### config.mk
export PLATFORM = sky130hd
export DESIGN_NAME = lcdc_top
export DESIGN_NICKNAME = d
export VERILOG_FILES = /design/src/lcdc_pkg.sv /design/src/lcdc_top.sv
export VERILOG_INCLUDE_DIRS = /design/src
export SDC_FILE = /design/constraint.sdc
export NUM_CORES = 1
export LEC_CHECK = 0
export ABC_CLOCK_PERIOD_IN_PS = 5950
export BUFFER_PORTS_ARGS = -buffer_cell sky130_fd_sc_hd__buf_2
export CAP_MARGIN = 30
export CORE_UTILIZATION = 45
export CTS_BUF_LIST = sky130_fd_sc_hd__clkbuf_4 sky130_fd_sc_hd__clkbuf_8
export CTS_CLUSTER_DIAMETER = 200
export DETAILED_ROUTE_END_ITERATION = 16
export HOLD_SLACK_MARGIN = 0.12
export PLACE_DENSITY = 0.7
export SLEW_MARGIN = 10
export SYNTH_ARGS = -nofsm -noshare
export SYNTH_HDL_FRONTEND = slang
export SYNTH_SLANG_ARGS = --single-unit
### constraint.sdc
create_clock -name clk -period 5.95 [get_ports clk]
set_input_delay 1.19 -clock clk [delete_from_list [all_inputs] [get_ports clk]]
set_output_delay 1.19 -clock clk [all_outputs]
set_load 0.01 [all_outputs]
### src/lcdc_defs.svh
// constants for the lcd command decoder
`ifndef LCDC_DEFS_SVH
`define LCDC_DEFS_SVH
`define LCDC_ONOFF_OP 7'h1f
`define LCDC_START_OP 2'h3
`define LCDC_PAGE_OP 5'h17
`define LCDC_COL_OP 2'h1
`define LCDC_STATUS_RST 8'h20
`define LCDC_ST_BUSY 7
`define LCDC_ST_OFF 5
`define LCDC_ST_RESET 4
`define LCDC_ROWS 64
`define LCDC_BUSY_NS 100
`define LCDC_CLK_NS 100
`define LCDC_BUSY_CYC ((`LCDC_BUSY_NS + `LCDC_CLK_NS - 1) / `LCDC_CLK_NS)
`endif

### src/lcdc_pkg.sv
// types for the lcd command decoder
package lcdc_pkg;
  typedef struct packed {
    logic data_sel;
    logic read_sel;
    logic [7:0] bus;
  } lcdc_xfer_t;
  typedef enum logic [1:0] {
    LCDC_IDLE,
    LCDC_BUSY
  } lcdc_state_t;
endpackage : lcdc_pkg

### src/lcdc_top.sv
// lcd command decoder: host bus, control registers, row scan
//
// Notes on behaviour
// - on/off register, cleared by reset
// - six-bit start line register, reset zero
// - three-bit page pointer, undefined at reset
// - six-bit column pointer, undefined at reset
// - status reads 0x20 after reset
// - instruction write uses select low, write low
// - 0x3e/0x3f loads bit 0 into on/off
// - 0x3e clears on/off, panel off
// - top bits 11 load start line low six
// - start line accepted for c0 through ff
// - select high data, low instruction
// - status bit 7 marks busy; host waits
`include "lcdc_defs.svh"
`timescale 1ns/1ns
`default_nettype none
module lcdc_top (
  input wire logic clk,
  input wire logic sys_rst,
  input wire logic enable_strobe,
  input wire logic data_sel,
  input wire logic read_sel,
  input wire logic [7:0] bus_in,
  input wire logic row_advance,
  output logic [7:0] bus_out,
  output logic bus_oe,
  output logic panel_on,
  output logic [5:0] first_common_row,
  output logic [5:0] scan_row,
  output logic [2:0] page_out,
  output logic [5:0] column_out,
  output logic busy,
  output logic data_wr,
  output logic [7:0] data_wr_byte
);

  ////////////////////////////////////////////////////////////////////////
  // strobe edge detect
  logic strobe_q;
  logic strobe_d;
  logic fall;
  lcdc_pkg::lcdc_xfer_t xfer;

  always_comb
  begin
    strobe_d = enable_strobe;
    fall = strobe_q & ~enable_strobe;
    xfer.data_sel = data_sel;
    xfer.read_sel = read_sel;
    xfer.bus = bus_in;
  end

  always_ff @(posedge clk)
  begin
    if (sys_rst)
      strobe_q <= 1'b0;
    else
      strobe_q <= strobe_d;
  end

  ////////////////////////////////////////////////////////////////////////
  // command decode and registers
  logic display_enable_q, display_enable_d;
  logic [5:0] scan_first_row_q, scan_first_row_d;
  logic [2:0] page_pointer_q, page_pointer_d;
  logic [5:0] column_pointer_q, column_pointer_d;
  logic [1:0] busy_cnt_q, busy_cnt_d;
  logic in_reset_q, in_reset_d;
  lcdc_pkg::lcdc_state_t state_q, state_d;
  logic wr_q, wr_d;
  logic [7:0] wr_byte_q, wr_byte_d;
  logic instr_wr;
  logic [3:0] kind;

  function automatic logic [5:0] wrap_row(input logic [5:0] a,
                                          input logic [5:0] b);
    logic [6:0] s;
    s = {1'b0, a} + {1'b0, b};
    return s[5:0];
  endfunction : wrap_row

  // command kind flags: {on/off, start line, page, column}
  function automatic logic [3:0] classify(input logic [7:0] b);
    logic [3:0] k;
    k = 4'h0;
    if (b[7:1] == `LCDC_ONOFF_OP)
      k[3] = 1'b1;
    else if (b[7:6] == `LCDC_START_OP)
      k[2] = 1'b1;
    else if (b[7:3] == `LCDC_PAGE_OP)
      k[1] = 1'b1;
    else if (b[7:6] == `LCDC_COL_OP)
      k[0] = 1'b1;
    return k;
  endfunction : classify

  always_comb
  begin
    display_enable_d = display_enable_q;
    scan_first_row_d = scan_first_row_q;
    page_pointer_d = page_pointer_q;
    column_pointer_d = column_pointer_q;
    busy_cnt_d = busy_cnt_q;
    state_d = state_q;
    in_reset_d = 1'b0;
    wr_d = 1'b0;
    wr_byte_d = wr_byte_q;
    instr_wr = fall & ~xfer.data_sel & ~xfer.read_sel;
    kind = classify(xfer.bus);
    case (state_q)
      lcdc_pkg::LCDC_IDLE:
      begin
        if (fall & ~xfer.read_sel)
        begin
          state_d = lcdc_pkg::LCDC_BUSY;
          busy_cnt_d = 2'(`LCDC_BUSY_CYC);
        end
        if (instr_wr)
        begin
          if (kind[3])
            display_enable_d = xfer.bus[0];
          if (kind[2])
            scan_first_row_d = xfer.bus[5:0];
          if (kind[1])
            page_pointer_d = xfer.bus[2:0];
          if (kind[0])
            column_pointer_d = xfer.bus[5:0];
        end
        else if (fall & xfer.data_sel & ~xfer.read_sel)
        begin
          wr_d = 1'b1;
          wr_byte_d = xfer.bus;
          column_pointer_d = column_pointer_q + 6'h01;
        end
      end
      lcdc_pkg::LCDC_BUSY:
      begin
        if (busy_cnt_q == 2'h0)
          state_d = lcdc_pkg::LCDC_IDLE;
        else
          busy_cnt_d = busy_cnt_q - 2'h1;
      end
      default: state_d = lcdc_pkg::LCDC_IDLE;
    endcase
  end

  always_ff @(posedge clk)
  begin
    if (sys_rst)
    begin
      display_enable_q <= 1'b0;
      scan_first_row_q <= 6'h00;
      busy_cnt_q <= 2'h0;
      state_q <= lcdc_pkg::LCDC_IDLE;
      in_reset_q <= 1'b1;
      wr_q <= 1'b0;
      wr_byte_q <= 8'h00;
    end
    else
    begin
      display_enable_q <= display_enable_d;
      scan_first_row_q <= scan_first_row_d;
      busy_cnt_q <= busy_cnt_d;
      state_q <= state_d;
      in_reset_q <= in_reset_d;
      wr_q <= wr_d;
      wr_byte_q <= wr_byte_d;
    end
  end

  // pointers keep no reset value
  always_ff @(posedge clk)
  begin
    page_pointer_q <= page_pointer_d;
    column_pointer_q <= column_pointer_d;
  end

  ////////////////////////////////////////////////////////////////////////
  // busy flag register
  logic busy_q, busy_d;

  always_comb
  begin
    busy_d = (state_d == lcdc_pkg::LCDC_BUSY);
  end

  always_ff @(posedge clk)
  begin
    if (sys_rst)
      busy_q <= 1'b0;
    else
      busy_q <= busy_d;
  end

  ////////////////////////////////////////////////////////////////////////
  // status read and row scan
  logic [7:0] status;
  logic [5:0] scan_row_d;
  logic [7:0] bus_out_q, bus_out_d;
  logic bus_oe_q, bus_oe_d;
  logic [5:0] row_ctr_q, row_ctr_d;

  always_comb
  begin
    status = 8'h00;
    status[`LCDC_ST_BUSY] = (state_q == lcdc_pkg::LCDC_BUSY);
    status[`LCDC_ST_OFF] = ~display_enable_q;
    status[`LCDC_ST_RESET] = in_reset_q;
    bus_oe_d = enable_strobe & xfer.read_sel & ~xfer.data_sel;
    bus_out_d = bus_oe_d ? status : 8'h00;
    row_ctr_d = row_advance ? row_ctr_q + 6'h01 : row_ctr_q;
    scan_row_d = wrap_row(scan_first_row_d, row_ctr_d);
  end

  always_ff @(posedge clk)
  begin
    if (sys_rst)
    begin
      bus_out_q <= 8'h00;
      bus_oe_q <= 1'b0;
      row_ctr_q <= 6'h00;
      scan_row <= 6'h00;
    end
    else
    begin
      bus_out_q <= bus_out_d;
      bus_oe_q <= bus_oe_d;
      row_ctr_q <= row_ctr_d;
      scan_row <= scan_row_d;
    end
  end

  always_comb
  begin
    bus_out = bus_out_q;
    bus_oe = bus_oe_q;
    panel_on = display_enable_q;
    first_common_row = scan_first_row_q;
    page_out = page_pointer_q;
    column_out = column_pointer_q;
    busy = busy_q;
    data_wr = wr_q;
    data_wr_byte = wr_byte_q;
  end

endmodule : lcdc_top
`default_nettype wire

# ---- After elaboration in Yosys (flattened, before gate mapping)
# Index checks and enable logic that the tools add are counted.
dict set report totals {
  regBits 53
  word_cells 77
  input_bits 14
}
dict set report classes {
  n_addsub 4
  bitwise_logic 15
  n_mux 22
  reduce_logical 11
  eq_ne 9
}
# operator n
set op_table {}
lappend op_table {{6-bit 2-to-1 mux} 7}
lappend op_table {{3-bit AND reduction} 5}
lappend op_table {{6-bit by 1-bit adder with 6-bit output (second input constant)} 2}
lappend op_table {{2-bit 2-to-1 mux} 5}
lappend op_table {{1-bit bitwise AND} 8}
lappend op_table {{2-bit case mux with 2 select lines} 2}
lappend op_table {{7-bit by 5-bit == test with 1-bit output (second input constant)} 1}
lappend op_table {{1-bit 2-to-1 mux} 7}
lappend op_table {{1-bit NOT} 7}
lappend op_table {{6-bit adder} 1}
lappend op_table {{2-bit by 1-bit == test with 1-bit output (second input constant)} 3}
lappend op_table {{5-bit == test (second input constant)} 1}
lappend op_table {{2-bit zero test} 2}
lappend op_table {{2-bit != test (second input constant)} 2}
lappend op_table {{2-bit nonzero test} 2}
lappend op_table {{3-bit 2-to-1 mux} 1}
lappend op_table {{3-bit OR reduction} 1}
lappend op_table {{2-bit == test (second input constant)} 1}
lappend op_table {{2-bit by 1-bit != test with 1-bit output (second input constant)} 1}
lappend op_table {{2-bit OR reduction} 1}
lappend op_table {{2-bit by 1-bit subtractor with 2-bit output (second input constant)} 1}

# ---- Depth between registers and ports, before layout
dict set report logic_depth {
  depth_word 9
  mapped_depth 12
  depth_no_buf 11
}

# ---- Worst setup path after synthesis
# OpenSTA, ideal clock, no wires.
dict set report synth_path {
  path_type {input to register}
  start {input port data_sel}
  end {register scan_row[5]}
  t_arrival_ns 3.388
  n_path_buf 1
  setup_ns 0.069
  slack_ns 2.493
  path_stages 11
  cell_sequence {buf_6 nor4b_4 nand4_4 mux2i_2 inv_1 ha_1 a21o_1 a21o_1 a21o_1 a2111o_1 o21ai_1}
}
dict set report synth_between {
  elab_chain_cells 6
}
# item line_no
set synth_lines {}
lappend synth_lines {{from (decl)} lcdc_top.sv:23} ;# input wire logic data_sel,
lappend synth_lines {{1-bit NOT} lcdc_top.sv:110} ;# instr_wr = fall & ~xfer.data_sel & ~xfer.read_sel;
lappend synth_lines {{1-bit bitwise AND (2 in a row)} lcdc_top.sv:110}
lappend synth_lines {{6-bit 2-to-1 mux} lcdc_top.sv:120} ;# if (instr_wr)
lappend synth_lines {{6-bit 2-to-1 mux} lcdc_top.sv:112} ;# case (state_q)
lappend synth_lines {{6-bit adder} lcdc_top.sv:80} ;# s = {1'b0, a} + {1'b0, b};
lappend synth_lines {{to (signal assigned)} lcdc_top.sv:231} ;# scan_row <= scan_row_d;
lappend synth_lines {{to (decl)} lcdc_top.sv:31} ;# output logic [5:0] scan_row,
# No other way between the ends.
# A chain may end at the register's enable or synchronous reset.

# ---- Worst setup path after layout
# Same ends and word-level chain as after synthesis.

==> results.toml <==
[power]
p_total_mw = 0.578
combPwrFrac_pct = 6.6
p_clk_share_pct = 34.8
ir_drop_mv = 0.159
p_leak_nw = 1.16
seq_power_share_pct = 58.6
swShare_pct = 22.4
switching_power_mw = 0.129
internal_power_mw = 0.448
p_per_area_nw_per_um2 = 237

[synth]
synth_warnings = 0
syn-mean-instance-area_sq_um = 10.0
synth_edf_count = 9
ys_seq_area_share_pct = 50.4
synth_largest_area_cell = "dfxtp_1"
synth_flop_cell = "dfxtp_1"
yosys.area.top_type_share_pct = 37.5
syn_inst = 208
synth_seq_cells = 48
synth_area_sq_um = 2080
synth.most_common_cell = "dfxtp_1"
synth_cell_types = 38
synth_commonest_cells = "dfxtp_1, nor2_1, nand2_1"
yosys-top-cells-area = "dfxtp_1, edfxtp_1, nor2_1"
synth-async-reset-ratio_pct = 0

[route]
drt-initial-drc-count = 59
drcViolationCount = 0
routedWlPerCell_microns = 12.8
ant_nets = 0
vias = 1523
via_per_inst = 4.91
firstDrtPassIters = 4
wl_microns = 3970

[timing]
setup-tns-final_ns = 0
fmax_mhz = 271
clock_skew_ns = 0.00635
report.final.setup_viol = 0
slew_headroom_pct = 55.7
slew_viol_final = 0
rsz0062_at_grt = "false"
min_period_ns = 3.68
fin_crit_sh_pct = 61.9
worstMarginPinSlew_ns = 0.662
hold_viol = 0

[clock_tree]
clockBufferDepth = 2
h-tree-depth = 2
cts_buffers = 5
clock_sinks = 48
cts_setup_buffers = 0
clk_pin_slew_ns = 0.08
cts_hold_buffers = 0
root_buffer = "clkbuf_8"
clock_latency_ns = 0.29
cts_resized = 0
cts_tree = "done"

[critical_path]
critical_path_class = "input pin to flop"
rr_endpoint = "scan_row[5]$_SDFF_PP0_"
crit_fanout = 12
crit_family = "compound AO/OA/AOI/OAI gates"
worstPathRequired_ns = 6.17
cpPeakStageDelay_ns = 0.64
startpoint = "data_sel"
cp.buffers_inverters = 2
critPathCapture = "scan_row[5]$_SDFF_PP0_"
cp_cell_sequence = "buf_2 -> nor4b_4 -> nand4_4 -> mux2i_2 -> inv_1 -> ha_1 -> a21o_1 -> a21o_1 -> a21o_1 -> a2111o_1 -> o21ai_1"
r2r_setup_slack_ns = 3.08
r2r_cells = 10
crit_path_start_kind = "input pin"
r2r-start = "strobe_q$_SDFF_PP0_"
arrival_ns = 3.91
path_common_cell = "a21o_1"
cp_slowest_cell = "nor4b_4"
cp.depth = 11
end_kind = "flop"

[job]
max_cap_viol_count = 0

[place]
portBuffers = 49
dpl.hpwl_microns = 3020
place_congestion = 0.819

[global_route]
grt_max_degree = 39
grt_first_pass_wirelength_microns = 6780
met3_usage_pct = 3.46
overflow = 0
grt_pass1_vias = 1422
grt_use_total_pct = 17.5
global_route.usage.met1_pct = 24.6
busiest_layer = "met2"
antenna_found_initial = 0
grt_use_met2_pct = 26.9

[finish]
syn2layout_area_growth_pct = 17.0
finalNetCount = 280
post-route-util_pct = 55.3
drive_gt1_share_pct = 24.4
n_antenna_cell = 0
fillers = 414

[outcome]
status = "complete, no violations"

[floorplanning]
die_w_microns = 70.1
start_util_pct = 47.2
dieHeight_microns = 70.1
core-area_sq_um = 4410
ios = 55
num_rows = 24
dieArea_sq_um = 4910

[hold_path]
hold_class = "flop to flop"
hp-start = "in_reset_q$_DFF_P_"
through the flow:
step | hold WS (ns) | setup slack, ns | cell area [sq um] | instances
floorplan | 0.406 | 2.49 | 2100 | 213
global placement | 0.408 | 2.05 | 2340 | 302
detailed placement | 0.413 | 1.96 | 2340 | 302
CTS | 0.434 | 2.26 | 2440 | 310
global route | 0.457 | 2.05 | 2440 | 310
finish | 0.430 | 2.27 | 2440 | 310
registers in the layout (all words and copies together), names as in the netlist:
| name | flops |
|---|---|
| data_wr_byte | 8 |
| first_common_row | 6 |
| panel_on | 1 |
| in_reset_q | 1 |
| scan_row | 6 |
| busy | 1 |
| state_q | 2 |
| bus_out | 3 |
| strobe_q | 1 |
| column_out | 6 |
| page_out | 3 |
| data_wr | 1 |
| bus_oe | 1 |
| row_ctr_q | 6 |
| busy_cnt_q | 2 |
cell type report:
type | count | area (sq um) | share of cell area (%)
multi-input cells | 143 | 943 | 38.7
flip-flops and latches | 48 | 1050 | 43.1
clock inverters | 1 | 7.51 | 0.308
inverters | 10 | 37.5 | 1.54
clock buffers | 7 | 90.1 | 3.69
repair buffers | 49 | 245 | 10.1
well taps | 52 | 65.1 | 2.67
cells in the final DEF (no fill, tap or decap), types with 2 or more instances in the layout:
cell	count
a211oi_1	2
a21o_1	3
a21oi_1	9
buf_2	49
clkbuf_8	6
conb_1	6
dfxtp_1	39
edfxtp_1	9
ha_1	8
inv_1	10
mux2_2	3
mux2i_1	9
nand2_1	15
nand2b_1	4
nand3_1	6
nand4_1	3
nor2_1	29
nor2b_1	10
nor3_1	4
o21ai_0	5
xnor2_1	7
xor2_1	5
power by group through the flow:
stage	clock [mW]	sequential [mW]	combinational, mW
2_1_floorplan	0	0.347	0.0235
3_3_place_gp	0	0.346	0.0380
3_5_place_dp	0	0.346	0.0388
4_1_cts	0.208	0.338	0.0388
5_1_grt	0.220	0.339	0.0431
6_report	0.201	0.338	0.0384
layer usage:
layer	share of wire [%]	vias to the layer above	wire, microns
li1	-	787	-
met1	49	696	1960
met2	45	35	1800
met3	4.3	5	169
met4	1.1	0	42
met5	0	-	0
worst min path at each step:
stage	to	slack, ns	depth (start not counted)
2_1_floorplan	bus_out[4]$_SDFF_PP0_	0.41	1
3_3_place_gp	bus_out[4]$_SDFF_PP0_	0.41	1
3_5_place_dp	bus_out[4]$_SDFF_PP0_	0.41	1
4_1_cts	bus_out[4]$_SDFF_PP0_	0.43	1
5_1_grt	bus_out[4]$_SDFF_PP0_	0.46	1
6_report	bus_out[4]$_SDFF_PP0_	0.43	1
cells by family (layout without fill, tap and decap cells):
logic type	count (synthesis)	after routing	synth area share, %
adders and majority gates	9	9	5.76
buffers and inverters	22	67	5.22
xor gates and xnor gates	12	12	5.04
AOI/OAI and AO/OA	24	24	7.02
DFF	48	48	50.4
muxes	13	13	6.60
other	1	6	0.180
and+or+nand+nor	79	79	19.7
(Power assumes the default switching activity.)
